--- src/verilog/iop_pkg.sv ---
`default_nettype none
package iop_pkg;

    // Port index 0 is port A, 1 is port B, 2 is port C.
    typedef logic [2:0][7:0] iop_vec_t;

    // Register offsets on the byte-wide register port.
    localparam logic [7:0] OFF_DAT_A     = 8'h00;
    localparam logic [7:0] OFF_DIR_A     = 8'h03;
    localparam logic [7:0] OFF_PU_A      = 8'h06;
    localparam logic [7:0] OFF_WAKE_A    = 8'h09;
    localparam logic [7:0] OFF_WAKE_C    = 8'h0A;
    localparam logic [7:0] OFF_BITOP_A   = 8'h0B;
    localparam logic [7:0] OFF_FUNC_SEL  = 8'h0E;
    localparam logic [7:0] OFF_IRQ_STS   = 8'h0F;
    localparam logic [7:0] OFF_IRQ_MSK   = 8'h10;

    // Reset values and implemented-bit masks, ordered {C, B, A}.
    localparam iop_vec_t DAT_RST  = {8'hFF, 8'h3F, 8'hFF};
    localparam iop_vec_t IMPL_MSK = {8'hFF, 8'h3F, 8'hFF};
    localparam iop_vec_t PU_MSK   = {8'hFF, 8'h3F, 8'h7F};
    localparam iop_vec_t WK_MSK   = {8'hFF, 8'h00, 8'hFF};

    // Shared-pin positions.
    localparam int INT_BIT  = 3;
    localparam int TC0_BIT  = 6;
    localparam int TC1_BIT  = 2;
    localparam int PFD0_BIT = 4;
    localparam int PFD1_BIT = 5;
    localparam logic [7:0] LCD_PINS  = 8'h0F;
    localparam logic [7:0] CMP_PINS  = 8'h03;
    localparam logic [7:0] AMP0_PA   = 8'h1C;
    localparam logic [7:0] AMP1_PA   = 8'h03;
    localparam logic [7:0] AMP1_PC   = 8'h40;

    // Pin-function select register fields.
    localparam int FS_PFD0 = 0;
    localparam int FS_PFD1 = 1;
    localparam int FS_LCD  = 2;
    localparam int FS_CMP  = 3;
    localparam int FS_AMP0 = 4;
    localparam int FS_AMP1 = 5;
    localparam logic [7:0] FS_MSK = 8'h3F;

    // Interrupt status and mask fields.
    localparam int IRQ_WAKE = 0;
    localparam int IRQ_INT  = 1;

    typedef struct packed {
        logic       int_en;
        logic [1:0] tmr_ext;
        logic [1:0] frequency_divider_output;
    } iop_share_t;

    typedef struct packed {
        logic [1:0] tmr_pin;
        logic [3:0] lcd_sel;
        logic       int_pin;
    } iop_side_t;

    typedef struct packed {
        iop_vec_t   dat;
        iop_vec_t   dir;
        iop_vec_t   pu;
        iop_vec_t   wk;
        logic [7:0] fsel;
        logic [1:0] sts;
        logic [1:0] msk;
        logic [7:0] rdata;
        iop_vec_t   syn1;
        iop_vec_t   syn2;
        iop_vec_t   prv;
        iop_vec_t   pad_out;
        iop_vec_t   pad_oe;
        iop_vec_t   pad_pu;
        logic       irq;
        iop_side_t  side;
    } iop_st_t;

endpackage : iop_pkg
`default_nettype wire

--- src/verilog/iop_top.sv ---
`timescale 1ns/1ps
`default_nettype none

// What this block does
// - Direction bit 1 makes a pin input, 0 a push-pull output from the latch.
// - Reading an input pin's data returns the level on the pin.
// - Reading an output pin's data returns the latch, not the pin.
// - Reset sets all latches and direction bits high; port B to 3F.
// - A pin turned to output drives its latch, high if never written.
// - Bit set or clear reads the whole port, alters one bit, writes back.
// - Enabled port A or C pin falling in Idle or Sleep wakes the device.
// - Only ports A and C can wake; any pin combination may be enabled.
// - Pull-up enable 1 connects a weak pull-up while the pin is an input.
// - Unimplemented pull-up and direction bits read as zero.
// - Timer pin counts only in event or capture mode and as an input.
// - Divider outputs drive only when selected and the pin is an output.
// - Port B pins 0 to 3 can be switched to LCD common drivers.
// - Comparator inputs on port C force their pull-ups off.
// - Amplifier pins lose port I/O and pull-up automatically; the wake output and the INT pin still see them.
// - Inputs are not latched; a read samples the pin at the read.
// - Port A bit 7 has no pull-up control bit.
module iop_top
    import iop_pkg::*;
(
    input  wire logic       mclk,
    input  wire logic       rst_n,
    input  wire logic       ce,
    input  wire logic [7:0] addr,
    input  wire logic [7:0] wdata,
    input  wire logic       wr,
    input  wire logic       rd,
    output logic      [7:0] rdata,
    output logic            irq,
    output logic            wake,
    input  wire iop_vec_t   pad_in,
    output iop_vec_t        pad_out,
    output iop_vec_t        pad_oe,
    output iop_vec_t        pad_pu,
    input  wire iop_share_t share,
    output iop_side_t       side
);

    // ------------------------------------------------------------
    // State
    // ------------------------------------------------------------

    iop_st_t s;
    iop_st_t n;

    // ------------------------------------------------------------
    // Next-state logic
    // ------------------------------------------------------------

    // One pass computes register updates, pin drive and events.
    // Pin drive is taken from the next state so that every pad
    // output is a flop yet follows its register without lag.
    always_comb
    begin
        iop_vec_t   view;
        iop_vec_t   amp;
        iop_vec_t   fall;
        logic [7:0] tmp;
        logic       wev;
        logic       iev;
        view = '0;
        amp  = '0;
        fall = '0;
        tmp  = '0;
        wev  = 1'b0;
        iev  = 1'b0;
        n    = s;

        // Amplifier pins are removed from port reads and wake status.
        amp[0] = (s.fsel[FS_AMP0] ? AMP0_PA : 8'h00)
               | (s.fsel[FS_AMP1] ? AMP1_PA : 8'h00);
        amp[2] = s.fsel[FS_AMP1] ? AMP1_PC : 8'h00;

        // Port view: synchronised pin for inputs, latch for outputs.
        // The pin is sampled live; nothing holds it between reads.
        for (int p = 0; p < 3; p++)
        begin
            view[p] = ((s.syn2[p] & s.dir[p])
                    | (s.dat[p] & ~s.dir[p]))
                    & IMPL_MSK[p] & ~amp[p];
        end

        // Input synchronisers; the first stage feeds only the second.
        n.syn1 = pad_in;
        n.syn2 = s.syn1;
        n.prv  = s.syn2;
        for (int p = 0; p < 3; p++)
        begin
            fall[p] = s.prv[p] & ~s.syn2[p];
        end

        // Read data stands for exactly one cycle after the strobe.
        n.rdata = 8'h00;
        if (rd)
        begin
            for (int p = 0; p < 3; p++)
            begin
                if (addr == OFF_DAT_A + 8'(p))
                begin
                    n.rdata = view[p];
                end
                if (addr == OFF_DIR_A + 8'(p))
                begin
                    n.rdata = s.dir[p];
                end
                if (addr == OFF_PU_A + 8'(p))
                begin
                    n.rdata = s.pu[p];
                end
            end
            case (addr)
                OFF_WAKE_A:   n.rdata = s.wk[0];
                OFF_WAKE_C:   n.rdata = s.wk[2];
                OFF_FUNC_SEL: n.rdata = s.fsel;
                OFF_IRQ_STS:  n.rdata = {6'h00, s.sts};
                OFF_IRQ_MSK:  n.rdata = {6'h00, s.msk};
                default:      ;
            endcase
        end

        // Register writes; unimplemented bits never store.
        if (wr)
        begin
            for (int p = 0; p < 3; p++)
            begin
                if (addr == OFF_DAT_A + 8'(p))
                begin
                    n.dat[p] = wdata & IMPL_MSK[p];
                end
                if (addr == OFF_DIR_A + 8'(p))
                begin
                    n.dir[p] = wdata & IMPL_MSK[p];
                end
                if (addr == OFF_PU_A + 8'(p))
                begin
                    n.pu[p] = wdata & PU_MSK[p];
                end
                // Bit op: wdata[2:0] picks the bit, wdata[3] the value.
                // Input bits copy the pin level into their latch, as
                // a whole-port write-back does.
                if (addr == OFF_BITOP_A + 8'(p))
                begin
                    tmp = view[p];
                    tmp[wdata[2:0]] = wdata[3];
                    n.dat[p] = tmp & IMPL_MSK[p];
                end
            end
            case (addr)
                OFF_WAKE_A:   n.wk[0] = wdata & WK_MSK[0];
                OFF_WAKE_C:   n.wk[2] = wdata & WK_MSK[2];
                OFF_FUNC_SEL: n.fsel = wdata & FS_MSK;
                OFF_IRQ_STS:  n.sts = s.sts & ~wdata[1:0];
                OFF_IRQ_MSK:  n.msk = wdata[1:0];
                default:      ;
            endcase
        end

        // Events; a set in the clearing cycle wins over the clear.
        wev = |((fall[0] & s.wk[0] & ~amp[0])
              | (fall[2] & s.wk[2] & ~amp[2]));
        iev = share.int_en & s.dir[0][INT_BIT]
            & fall[0][INT_BIT];
        if (wev)
        begin
            n.sts[IRQ_WAKE] = 1'b1;
        end
        if (iev)
        begin
            n.sts[IRQ_INT] = 1'b1;
        end

        // Reset values; reset overrides the clock enable.
        if (!rst_n)
        begin
            n      = '0;
            n.dat  = DAT_RST;
            n.dir  = DAT_RST;
            n.syn1 = pad_in;
            n.syn2 = s.syn1;
            n.prv  = s.syn2;
        end

        // Pad drive follows the next register state.
        for (int p = 0; p < 3; p++)
        begin
            n.pad_out[p] = n.dat[p];
            n.pad_oe[p]  = ~n.dir[p] & IMPL_MSK[p];
            n.pad_pu[p]  = n.pu[p] & n.dir[p];
        end
        amp[0] = (n.fsel[FS_AMP0] ? AMP0_PA : 8'h00)
               | (n.fsel[FS_AMP1] ? AMP1_PA : 8'h00);
        amp[2] = n.fsel[FS_AMP1] ? AMP1_PC : 8'h00;
        for (int p = 0; p < 3; p++)
        begin
            n.pad_oe[p] = n.pad_oe[p] & ~amp[p];
            n.pad_pu[p] = n.pad_pu[p] & ~amp[p];
        end

        // Divider outputs replace the latch on output pins only.
        if (n.fsel[FS_PFD0] && !n.dir[1][PFD0_BIT])
        begin
            n.pad_out[1][PFD0_BIT] = share.frequency_divider_output[0];
        end
        if (n.fsel[FS_PFD1] && !n.dir[1][PFD1_BIT])
        begin
            n.pad_out[1][PFD1_BIT] = share.frequency_divider_output[1];
        end

        // LCD commons are driven by the bias network, not the port.
        if (n.fsel[FS_LCD])
        begin
            n.pad_oe[1] = n.pad_oe[1] & ~LCD_PINS;
            n.pad_pu[1] = n.pad_pu[1] & ~LCD_PINS;
        end

        // Comparator inputs must not be loaded by a pull-up.
        if (n.fsel[FS_CMP])
        begin
            n.pad_pu[2] = n.pad_pu[2] & ~CMP_PINS;
        end

        // Shared inputs for the timers and the interrupt logic.
        n.side.tmr_pin[0] = share.tmr_ext[0]
                          & s.dir[0][TC0_BIT]
                          & s.syn2[0][TC0_BIT];
        n.side.tmr_pin[1] = share.tmr_ext[1]
                          & s.dir[2][TC1_BIT]
                          & s.syn2[2][TC1_BIT];
        n.side.int_pin = s.dir[0][INT_BIT]
                       & s.syn2[0][INT_BIT];
        n.side.lcd_sel = n.fsel[FS_LCD] ? LCD_PINS[3:0] : 4'h0;
        n.irq = |(n.sts & n.msk);
        if (!rst_n)
        begin
            n.irq  = 1'b0;
            n.side = '0;
        end
    end

    // ------------------------------------------------------------
    // Registers
    // ------------------------------------------------------------

    // All state freezes while the clock enable is low and reset is high.
    always_ff @(posedge mclk)
    begin
        if (ce || !rst_n)
        begin
            s <= n;
        end
    end

    // ------------------------------------------------------------
    // Outputs
    // ------------------------------------------------------------

    assign rdata   = s.rdata;
    assign irq     = s.irq;
    assign pad_out = s.pad_out;
    assign pad_oe  = s.pad_oe;
    assign pad_pu  = s.pad_pu;
    assign side    = s.side;

    // Wake is purely combinational from the raw pads, since the
    // clock is stopped while it matters; it is a level that rises
    // when an enabled pin is pulled low.
    assign wake = |((~pad_in[0] & s.wk[0])
                  | (~pad_in[2] & s.wk[2]));

    localparam logic [7:0] OFF_DIR_C_CHK = OFF_DIR_A + 8'h02;
endmodule : iop_top
`default_nettype wire

--- config.mk ---
export PLATFORM = sky130hd
export DESIGN_NAME = iop_top
export DESIGN_NICKNAME = d
export VERILOG_FILES = /design/src/verilog/iop_pkg.sv /design/src/verilog/iop_top.sv
export SDC_FILE = /design/constraint.sdc
export NUM_CORES = 1
export LEC_CHECK = 0
export BUFFER_PORTS_ARGS = -buffer_cell sky130_fd_sc_hd__clkbuf_2
export CORE_MARGIN = 2
export CORE_UTILIZATION = 55
export DETAILED_ROUTE_END_ITERATION = 8
export GPL_ROUTABILITY_DRIVEN = 0
export HOLD_SLACK_MARGIN = 0.12
export PLACE_DENSITY_LB_ADDON = 0.08
export SETUP_SLACK_MARGIN = 0.2
export SYNTH_ARGS = -nofsm -noshare
export SYNTH_HDL_FRONTEND = slang
export SYNTH_SLANG_ARGS = --single-unit
--- constraint.sdc ---
create_clock -name mclk -period 8.6 [get_ports mclk]
set_clock_uncertainty 0.1 [all_clocks]
set_input_delay 0.86 -clock mclk [delete_from_list [all_inputs] [get_ports mclk]]
set_output_delay 0.86 -clock mclk [all_outputs]
set_load 0.05 [all_outputs]
== After elaboration in Yosys (flattened, before gate mapping) ==
Index checks and enable logic that the tools add are counted.

* Register bits after elaboration: 236
* Latch bits: 0
* Memory bits (writable): 0
* Bits in read-only memories: 0
* Bits of input ports: 50
* Output and inout port bits: 89
* Word-level logic and storage cells: 176
* Memories: 0

* Add/subtract/negate cells: 0
* Multiply operators: 0
* Div/mod/pow operators: 0
* $lt $le $gt $ge: 2
* Eq/ne operators: 20
* Shift-type cells: 0
* Mux-type cells: 47
* Bitwise logic cells: 54
* Reduce and logical (&&, ||, !) cells: 15

{| class="wikitable"
|+ Operator list
! operator !! count
|-
| 260-bit two-way mux || 1
|-
| 8-bit two-way mux || 25
|-
| 8-bit AND || 21
|-
| 80-bit two-way mux || 1
|-
| 8-bit by 4-bit equality test with 1-bit output (second input constant) || 8
|-
| 8-bit inverter || 8
|-
| 8-bit one-hot mux with 5 select lines || 1
|-
| 8-bit by 3-bit equality test with 1-bit output (second input constant) || 4
|-
| 8-bit bitwise OR || 4
|-
| 8-bit bitwise mux || 3
|-
| 20-bit two-way mux || 1
|-
| 8-bit by 2-bit equality test with 1-bit output (second input constant) || 2
|-
| 5-bit inverter with 8-bit output || 2
|-
| 7-bit inverter with 8-bit output || 2
|-
| 8-bit OR reduction || 2
|-
| 7-bit two-way mux || 2
|-
| 6-bit AND || 2
|-
| 6-bit inverter || 2
|-
| 5-bit two-way mux || 2
|-
| 5-bit by 2-bit bitwise OR with 5-bit output || 2
|-
| 3-bit AND reduction || 3
|-
| 8-bit by 1-bit equality test with 1-bit output (second input constant) || 1
|-
| 8-bit by 5-bit equality test with 1-bit output (second input constant) || 1
|-
| 8-bit logical NOT || 1
|-
| 16 further kinds || 37
|}

== Longest topological paths before layout ==
Gate-level depths: netlist of the first run.

* Word-level depth: 20
* Mapped depth: 8
* Depth with buffers taken out: 6

== Worst setup path before layout of the first run ==
Ideal clock, no wire load.

* Path kind: input-to-reg
* From: input port rst_n
* To: register s, in the netlist irq, enable pin
* Library setup time: 0.600 ns
* Arrival time: 5.866 ns
* Required time: 7.900 ns
* Path slack: 2.033 ns
* Cell stages on the path: 3
* Path through: clkbuf_1 -> clkbuf_1 -> nand2b_1

* Longest elaborated chain between the ends: 2

{| class="wikitable"
|+ RTL lines
! element !! line !! source
|-
| start, declared || iop_top.sv:26 || <nowiki>input wire logic rst_n,</nowiki>
|-
| 1-bit logical NOT || iop_top.sv:251 || <nowiki>if (ce || !rst_n)</nowiki>
|-
| 1-bit logical OR || iop_top.sv:251 ||
|-
| end signal, assigned || iop_top.sv:253 || <nowiki>s <= n;</nowiki>
|-
| end, declared || iop_top.sv:47 || <nowiki>iop_st_t s;</nowiki>
|}

Every way passes these cells.
A chain may end at the register's enable or synchronous reset.

== Worst setup path in the final report of the first run ==
* From: input port addr[1]
* To: register s, in the netlist rdata[3], data pin

* Longest elaborated chain between the ends: 11

{| class="wikitable"
|+ RTL lines
! element !! line !! source
|-
| start, declared || iop_top.sv:28 || <nowiki>input wire logic [7:0] addr,</nowiki>
|-
| 8-bit logical NOT || iop_top.sv:102 || <nowiki>if (addr == OFF_DAT_A + 8'(p))</nowiki>
|-
| 8-bit two-way mux || iop_top.sv:102 ||
|-
| 8-bit two-way mux || iop_top.sv:106 || <nowiki>if (addr == OFF_DIR_A + 8'(p))</nowiki>
|-
| 8-bit two-way mux || iop_top.sv:110 || <nowiki>if (addr == OFF_PU_A + 8'(p))</nowiki>
|-
| 8-bit two-way mux || iop_top.sv:102 ||
|-
| 8-bit two-way mux || iop_top.sv:106 ||
|-
| 8-bit two-way mux || iop_top.sv:110 ||
|-
| 8-bit two-way mux || iop_top.sv:102 ||
|-
| 8-bit two-way mux || iop_top.sv:106 ||
|-
| 8-bit two-way mux || iop_top.sv:110 ||
|-
| 8-bit one-hot mux with 5 select lines (*) || iop_top.sv:115 || <nowiki>case (addr)</nowiki>
|}

Mark *: on every way between the ends. The rest lies on a longest branch, timed or not.

==> results of run 1 <==
==> metal layers <==
layer | vias up | track usage (%)
met5 | - | 0
met4 | 0 | 10.4
met3 | 76 | 6.09
met2 | 471 | 42.3
met1 | 3893 | 42.3
li1 | 3582 | -
==> power groups by stage <==
stage | sequential [mW] | combinational, mW | clock [mW]
3_5_place_dp | 1.32 | 0.272 | 0
6_report | 1.30 | 0.277 | 0.958
5_1_grt | 1.30 | 0.293 | 1.01
4_1_cts | 1.30 | 0.273 | 0.974
3_3_place_gp | 1.32 | 0.270 | 0
2_1_floorplan | 1.31 | 0.219 | 0
==> final cells by class <==
type	instances	area, sq um
multi-input combinational	559	3670
sequential	219	6580
timing repair buffer	143	738
clock inverter	12	116
clock buffer	27	591
fill	1687	8000
inverter	37	139
tap	270	338
==> kinds of logic after synthesis <==
logic type | after synthesis | synth area share [%]
AO/OA/AOI/OAI | 184 | 11.5
buffers and inverters | 177 | 9.01
other | 1 | 0.0334
AND/OR/NAND/NOR | 294 | 13.7
flip-flops | 219 | 58.5
multiplexers | 79 | 7.27
==> sequential cells by signal (all words and copies together), names as in the netlist <==
register and count:
pad_pu 24, side 4, pad_oe 22, irq 1, s 142, rdata 8, pad_out 18
==> metrics by stage <==
step / worst slack (ns) / hold slack [ns] / cell area [sq um] / total power, mW / std cells
6_report: 5.14 / 0.315 / 12200 / 2.53 / 1267
5_1_grt: 5.06 / 0.319 / 12200 / 2.60 / 1267
4_1_cts: 5.28 / 0.317 / 12200 / 2.54 / 1267
3_5_place_dp: 4.75 / 0.305 / 11500 / 1.59 / 1228
3_3_place_gp: 4.78 / 0.301 / 11500 / 1.59 / 1228
2_1_floorplan: 2.03 / 0.300 / 11200 / 1.52 / 955
==> worst register-to-register path: stages (launching register included) <==
cell	delay, ns
edfxtp_1	0.49
mux2i_1	0.25
o311ai_0	0.13
a22o_1	0.29
a211oi_1	0.50
nor3_1	0.15
==> cells in the final DEF (no fill, tap or decap), types with 22 or more instances in the layout <==
cell type  instances
a21oi_1           28
and3_1            29
clkbuf_16         23
clkbuf_2         134
edfxtp_1         219
inv_1             35
mux2i_1           58
nand2_1           73
nor2_1            61
nor3_1            22
o21ai_0           24
o22ai_1           27
==> final timing paths <==
check                                               to  slack [ns]  depth (start not counted)
worst max-delay path            rdata[3]$_SDFFCE_PN0P_        5.14                          6
worst min-delay path                  s[114]$_DFFE_PP_        0.31                          0
worst max register to register  rdata[2]$_SDFFCE_PN0P_        6.40                          5
worst min register to register        s[114]$_DFFE_PP_        0.31                          0
==> run metrics, run 1 <==
worst vdd ir 149 uV; worst hold path class flip-flop to flip-flop; CP delay by family, top simple AND/OR/NAND/NOR gates; antenna diode count 0; DR top layer met4; share of synthesized registers carrying an async set or reset 0%; Post-synth EDFFs 219; Starting Density 55.7%; DIE WIDTH 147 um; Synth Warn # 0; number of synthesized register bits 219; synth unique cells 70; critical path startpoint addr[1]; post-CTS resize count 0; FF-to-FF Start s[106]$_DFFE_PP_; CP max FO 35; Pint 1.88 mW; post-CTS setup buffer count 0; Final min period 3.46 ns; DRT Wirelength 31.4 mm; TritonRoute pass-1 iters 6; cell row count 52; gr usage total 28.7%; DR WL/cell 24.8 um; Mapped Area 0.0112 sq mm; initial antenna violation count 0; Cells after Synth 954; Routed Antenna Nets 0; max-cap viol count 0; Die Footprint 0.0216 sq mm; sw frac 25.9%; main flop type after synthesis edfxtp_1; hpwl dp 21.5 mm; layout cells sized above 1 21.2%; setup TNS 0 ns; Die H 147 um; IO Port Bufs 134; crit path DAT 3.66 ns; Crit. End Element flip-flop; status finished, final reports clean; leak pwr 4.85 nW; HP Start s[138]$_DFFE_PP_; Synth area leaders edfxtp_1 58%, buf_4 5.8%, mux2i_1 5.2%, nand2_1 2.4%, nor2_1 2.0%; DRC viols 0; CTS Buf Count 23; Max Buffers Root-to-Sink 3; post-synth top area cell edfxtp_1; grt ovf 0; CP Class primary input to flip-flop; final setup violation count 0; Fin. Hold Viols 0; Clock Power Share 37.8%; Clock Latency Late Sink 0.53 ns; most common cell in the synthesized netlist edfxtp_1; vias in the first global route 7310; Max Freq 289 MHz; pin count of the biggest net entering global routing 84; Final period util 40.2%; Hold Buf Count CTS 0; PD cells 208 mW/mm^2; top post-synthesis cells by count 219 x edfxtp_1, 87 x buf_4, 73 x nand2_1; final design utilization 60.3%; TritonCTS clock tree built; startpoint types primary input; vias per cell 6.33; Met2 Routed Length 13.7 mm; syn avg cell area 11.8 sq um; Worst path max stage delay 0.82 ns; Worst-path clk slew 0.06 ns; crit path cell chain clkbuf_2, nor2b_1, nand3_1, o22ai_1, nor2_1, a211oi_1; Nets 1033; Net Switching 0.656 mW; worst rel slew slack 22.2%; P&R area growth vs syn 8.26%; RSZ-0062 raised after global routing no; core area 0.0202 sq mm; Critical Path RT 8.80 ns; worst slew pin tran 1.17 ns; area share of the largest cell type after synthesis 58.5%; Slowest-stage cell, CP nor2b_1; met1 wire length 13.3 mm; clock sinks 219; CTS H-tree lvls 1; initial drt markers 1032; first-pass GRT wire length 46.3 mm; Gate power share 10.9%; Seq/Total Area, Yosys 58.5%; WL met3 3.17 mm; CTS root buffer clkbuf_16; Ports 139; Reg power frac 51.2%; via count 8022; CP bufs+invs 1; Final Slew Violations 0
No activity file was read; power rests on OpenSTA's default activity.
==> inputs of run 2 (changes only) <==
- ABC_AREA: not set -> 1
- clock period: 8.6 -> 3.4 ns (I/O delays scaled with it)
==> run 2 against run 1 <==
  * Hold slack got worse by 0.14 ns
  * Register-to-register slack lost 5.2 ns
  * First-iteration DRC count decreased by 14%
  * Count of clock-buffer cells in the layout is 2 lower
  * Wire length decreased by 7.0%
  * Critical path depth decreased by 1
  * Synthesized cell count grew 16%
  * Highest routed layer unchanged
==> run metrics, run 2 <==
status finished, final reports clean; TritonRoute pass-1 iters 5 (-1); CP Class flip-flop to primary output; worst reg2reg path endpoint irq$_SDFFCE_PN0P_; hpwl dp 20.7 mm (-3.9%); post-synth top area cell edfxtp_1; Reg power frac 50.4% (-0.8 points); Worst path max stage delay 0.46 ns (-0.36 ns); commonest non-fill, non-tap cell in the layout edfxtp_1; Net Switching 1.66 mW (+150%); Min-Delay Path Depth 3 (+3); first-pass GRT wire length 44.1 mm (-4.7%); Die Footprint 0.0214 sq mm (-1.1%); Overall Power 6.46 mW (+150%); Clock Power Share 38.9% (+1.1 points); worst rel slew slack 41.3% (+19 points); vias in the first global route 7652 (+4.7%); PD cells 519 mW/mm^2 (+150%); Final period util 66.1%; Nets 1233 (+19%); layout cells sized above 1 21.5% (+0.32 points); FF-to-FF Start s[125]$_DFFE_PP_; Synth area leaders edfxtp_1 59%, nand2_1 6.2%, buf_4 5.9%, inv_1 4.3%, nor2_1 4.1%; TritonCTS clock tree built; grt ovf 0 (unchanged); DR WL/cell 20.0 um (-19%); Slowest-stage cell, CP edfxtp_1; main flop type after synthesis edfxtp_1; Post-synth EDFFs 219 (unchanged); Reg2Reg Depth 6 (+1); worst hold path class primary input to flip-flop; Final min period 2.25 ns; Seq/Total Area, Yosys 59.2% (+0.70 points); synth unique cells 50 (-29%); Crit. End Element primary output; Clock Latency Late Sink 0.53 ns (about the same); initial drt markers 891 (-14%); Largest register FFs 142 (unchanged); Worst-path clk slew 0.06 ns (about the same); Starting Density 56.5% (+0.79 points); area share of the largest cell type after synthesis 59.2% (+0.70 points); cell row count 51 (-1.9%); max-cap viol count 0 (unchanged); Largest Register s; number of synthesized register bits 219 (unchanged); crit-path most repeated cell nand2_1; pin count of the biggest net entering global routing 49 (-42%); HP Start wdata[6]; CP delay by family, top simple AND/OR/NAND/NOR gates; Fin. Hold Viols 0 (unchanged); Max Freq 445 MHz; clock sinks 219 (unchanged); syn avg cell area 10.1 sq um (-14%); DRC viols 0 (unchanged); share of synthesized registers carrying an async set or reset 0% (unchanged); Synth Warn # 0 (unchanged); Die H 146 um (-0.57%); initial antenna violation count 0 (unchanged); most frequent cells in the layout 219 x edfxtp_1, 183 x nand2_1, 134 x clkbuf_2; Hold Path Sink pad_out[6]$_SDFFCE_PN1P_; Mapped Area 0.0111 sq mm (-1.2%); antenna diode count 0 (unchanged); Gate power share 10.7% (-0.2 points); core area 0.0197 sq mm (-2.6%); hold_ws 0.177 ns (-0.138 ns); IO Port Bufs 134 (unchanged); placed cell count 1397 (+14%); CTS root buffer clkbuf_16; Max Buffers Root-to-Sink 3 (unchanged); final setup violation count 0 (unchanged); crit path cell chain nand2_1, o2111ai_1, nor3_1, nand2_1, clkbuf_2; CP max FO 3 (-91%); post-CTS setup buffer count 0 (unchanged); Routed Antenna Nets 0 (unchanged); gr usage total 27.0% (-1.7 points); leak pwr 5.19 nW (+6.9%); Ports 139 (unchanged); CTS H-tree lvls 1 (unchanged); Cells after Synth 1102 (+16%); Critical Path RT 2.96 ns (-5.84 ns); via count 8283 (+3.3%); CP bufs+invs 1 (unchanged); sw frac 25.6% (-0.29 points); most common cell in the synthesized netlist edfxtp_1; R2R setup slack 1.24 ns (-5.16 ns); P&R area growth vs syn 12.0%; worst slew pin tran 0.874 ns (-0.292 ns); vias per cell 5.67 (-10%); crit path DAT 1.81 ns (-1.85 ns); DIE WIDTH 146 um (-0.57%); startpoint types flip-flop; Final Slew Violations 0 (unchanged); Pint 4.80 mW (+160%); Cell Count, Final, Fillers Out 1461 (+15%); DRT Wirelength 29.2 mm (-7.0%); setup TNS 0 ns (unchanged); RSZ-0062 raised after global routing no; worst vdd ir 340 uV (+130%); top post-synthesis cells by count 219 x edfxtp_1, 183 x nand2_1, 127 x inv_1; CTS Buf Count 23 (unchanged)
==> run 2: area by class of cell <==
type / count / area (sq um)
fillers: 1636 / 7210
flip-flops and latches: 219 / 6580
multi-input cells: 624 / 3200
repair buffers: 171 / 1060
clock buffers: 25 / 583
inverters: 144 / 544
well taps: 265 / 332
clock inverters: 13 / 150
==> run 2: repair_timing <==
action | 4_1_cts | 5_1_grt
hold endpoints to repair | 26 | 0
endpoints found under the setup margin | 0 | 0
hold buffers | 26 | 0
resized for setup | 0 | 0
==> run 2: power by group through the flow <==
stage	Clock, mW	Sequential (mW)	Combinational, mW
2_1_floorplan	0	3.28	0.513
3_3_place_gp	0	3.30	0.655
3_5_place_dp	0	3.31	0.658
4_1_cts	2.54	3.25	0.684
5_1_grt	2.65	3.27	0.735
6_report	2.51	3.25	0.690
==> run 2: worst max-delay path by stage <==
stage / cells after the start / from / to
after floorplan: 4 / rst_n / irq$_SDFFCE_PN0P_
after global placement: 7 / addr[7] / s[166]$_DFFE_PP_
after detailed placement: 7 / addr[7] / pad_oe[0]$_DFFE_PP_
after CTS: 8 / pad_in[17] / wake
after global routing: 5 / s[193]$_SDFFCE_PN0P_ / wake
final: 5 / s[173]$_SDFFCE_PN0P_ / wake
==> run 2: tightest hold or removal path, stage by stage <==
cell	delay (ns)
clkbuf_2	0.12
o22ai_1	0.09
a31oi_1	0.12
==> run 2: cells by family after synthesis <==
family                 count (synthesis)  synth area share (%)
other                                  1                0.0338
AO/OA/AOI/OAI                        176                  10.4
buffers and inverters                260                  12.1
AND/OR/NAND/NOR                      443                  18.0
flip-flops                           219                  59.2
multiplexers                           3                 0.270
==> run 2: layer usage <==
metal  up-vias  GRT usage, %  share of wire [%]
met2       451          41.3                 45
met4         0          9.37                3.5
met5         -             0                  0
met3        62          3.69                9.0
met1      3913          40.0                 43
li1       3857             -                  -
==> run 2: stage by stage <==
stage / setup slack, ns / instance area [sq um] / utilization, %
after floorplan: 0.202 / 11100 / -
after global placement: 0.817 / 11500 / 58.3
after detailed placement: 0.776 / 11500 / 58.3
after CTS: 1.16 / 12400 / 63.3
after global routing: 1.07 / 12400 / 63.3
final: 1.15 / 12400 / 63.3
==> inputs of run 3 (changes only) <==
- ABC_AREA: 1 -> 0
- clock period: 3.4 -> 2.3 ns (I/O delays scaled with it)
==> run 3 against run 2 <==
  * Critical path depth stayed put
  * Largest power group unchanged
  * Via count increased by 3.7%
  * Final area increased by 8.9%
  * Highest routed layer unchanged
  * First-iteration DRC count fell by 4.2%
==> run metrics, run 3 (synthesized netlist as in run 1, its figures left out) <==
Overall Power 9.68 mW (+50%); most frequent cells in the layout 219 x edfxtp_1, 133 x clkbuf_2, 108 x buf_4; worst slew pin tran 0.565 ns (-0.309 ns); pin count of the biggest net entering global routing 40 (-18%); initial drt markers 854 (-4.2%); Die Footprint 0.0216 sq mm (+1.2%); core area 0.0202 sq mm (+2.6%); Nets 1172 (-4.9%); final design utilization 67.2% (+3.9 points); CTS Buf Count 23 (unchanged); via count 8592 (+3.7%); final setup violation count 0 (unchanged); cell row count 52 (+2.0%); leak pwr 5.58 nW (+7.6%); Final min period 2.17 ns; first-pass GRT wire length 49.1 mm (+11%); vias in the first global route 8245 (+7.7%); hpwl dp 24.2 mm (+17%); worst vdd ir 694 uV (+100%); Clock Latency Late Sink 0.53 ns (about the same); CTS root buffer clkbuf_16; TritonRoute pass-1 iters 6 (+1); worst rel slew slack 62.3% (+21 points); HP Start wdata[7]; Filler cells 1524 (-6.8%); vias per cell 6.11 (+7.8%); Final Slew Violations 0 (unchanged); PD cells 714 mW/mm^2 (+38%); Ports 139 (unchanged); crit path cell chain inv_2, o22ai_4, nor4_2, nand3_1, buf_8; DR WL/cell 23.4 um (+17%); setup TNS 0 ns (unchanged); hold_ws 0.160 ns (-0.0170 ns); Largest Register s; Largest register FFs 142 (unchanged); grt ovf 0 (unchanged); Max Freq 461 MHz; Critical Path RT 1.97 ns (-0.99 ns); DRT Wirelength 33.0 mm (+13%); FF-to-FF Start s[174]$_SDFFCE_PN0P_; commonest non-fill, non-tap cell in the layout edfxtp_1; IO Port Bufs 134 (unchanged); Worst-path clk slew 0.07 ns (about the same); worst hold path class primary input to flip-flop; Crit. End Element primary output; Starting Density 55.7% (-0.79 points); gr usage total 30.2% (+3.2 points); Routed Antenna Nets 0 (unchanged); CP max FO 3 (unchanged); max-cap viol count 0 (unchanged); layout cells sized above 1 29.8% (+8.4 points); CTS H-tree lvls 1 (unchanged); crit path DAT 1.84 ns (+0.03 ns); DIE WIDTH 147 um (+0.58%); clock sinks 219 (unchanged); antenna diode count 0 (unchanged); TritonCTS clock tree built; critical path startpoint s[174]$_SDFFCE_PN0P_; startpoint types flip-flop; Slowest-stage cell, CP edfxtp_1; CP Class flip-flop to primary output; Die H 147 um (+0.58%); Fin. Hold Viols 0 (unchanged); Worst path max stage delay 0.51 ns (+0.05 ns); Final period util 94.3%; Max Buffers Root-to-Sink 3 (unchanged); RSZ-0062 raised after global routing yes; P&R area growth vs syn 20.6%; DRC viols 0 (unchanged); status finished, final reports clean; initial antenna violation count 0 (unchanged)
[run 3: cell types whose count changed in the layout (fill, tap and decap cells not counted), sizes merged, moves of 32 or more]
cell and change:
buf +110, o21ai -47, nand3 -32, inv -105, mux2i +55, nor2 -74, nand2 -118
[run 3: per-stage QoR]
stage | area [sq um] | setup slack, ns | instances
4_1_cts | 13500 | 0.205 | 1405
5_1_grt | 13600 | 0.108 | 1406
2_1_floorplan | 11400 | -0.144 | 955
6_report | 13600 | 0.132 | 1406
3_5_place_dp | 12500 | -0.177 | 1337
3_3_place_gp | 12500 | -0.133 | 1337
[run 3: area by class of cell]
type	instances	area [sq um]	area share, %
Clock buffer	25	583	4.30
Clock inverter	14	143	1.05
Inverter	37	139	1.02
Multi-Input combinational cell	559	3760	27.8
Sequential cell	219	6580	48.5
Tap cell	270	338	2.49
Timing Repair Buffer	282	2010	14.8
[run 3: repair_timing]
action                                 CTS  global route
gates cloned                             0             0
buffers inserted                         1             1
setup endpoints to repair                1             4
gates resized for setup                  4             8
pin swaps                                0             2
endpoints found under the hold margin   33             0
hold buffers                            28             0
[run 3: path summary, 6_finish.rpt]
kind | to | slack [ns] | depth (start not counted)
setup reg to reg | irq$_SDFFCE_PN0P_ | 0.25 | 5
setup / recovery | wake | 0.13 | 5
hold reg to reg | s[116]$_DFFE_PP_ | 0.31 | 0
hold / removal | s[195]$_SDFFCE_PN0P_ | 0.16 | 2
[run 3: power breakdown]
part / switching, mW / internal (mW) / total, mW
sequential: 0.162 / 4.68 / 4.85
combinational: 0.829 / 0.407 / 1.24
clock: 1.61 / 1.98 / 3.59
total: 2.60 / 7.07 / 9.68
[run 3: critical path, delay by kind of cell, from the launching register on]
kind / cells / cell delay, ns
AO/OA/AOI/OAI: 1 / 0.10
buffers and inverters: 2 / 0.31
flip-flops: 1 / 0.51
AND/OR/NAND/NOR: 2 / 0.39
[run 3: per-layer routing]
layer | GRT usage, % | vias to the layer above | wire length (um)
met1 | 42.8 | 4113 | 13200
met4 | 12.6 | 0 | 1420
met2 | 46.3 | 530 | 14900
met5 | 0 | - | 0
li1 | - | 3861 | -
met3 | 5.50 | 88 | 3400
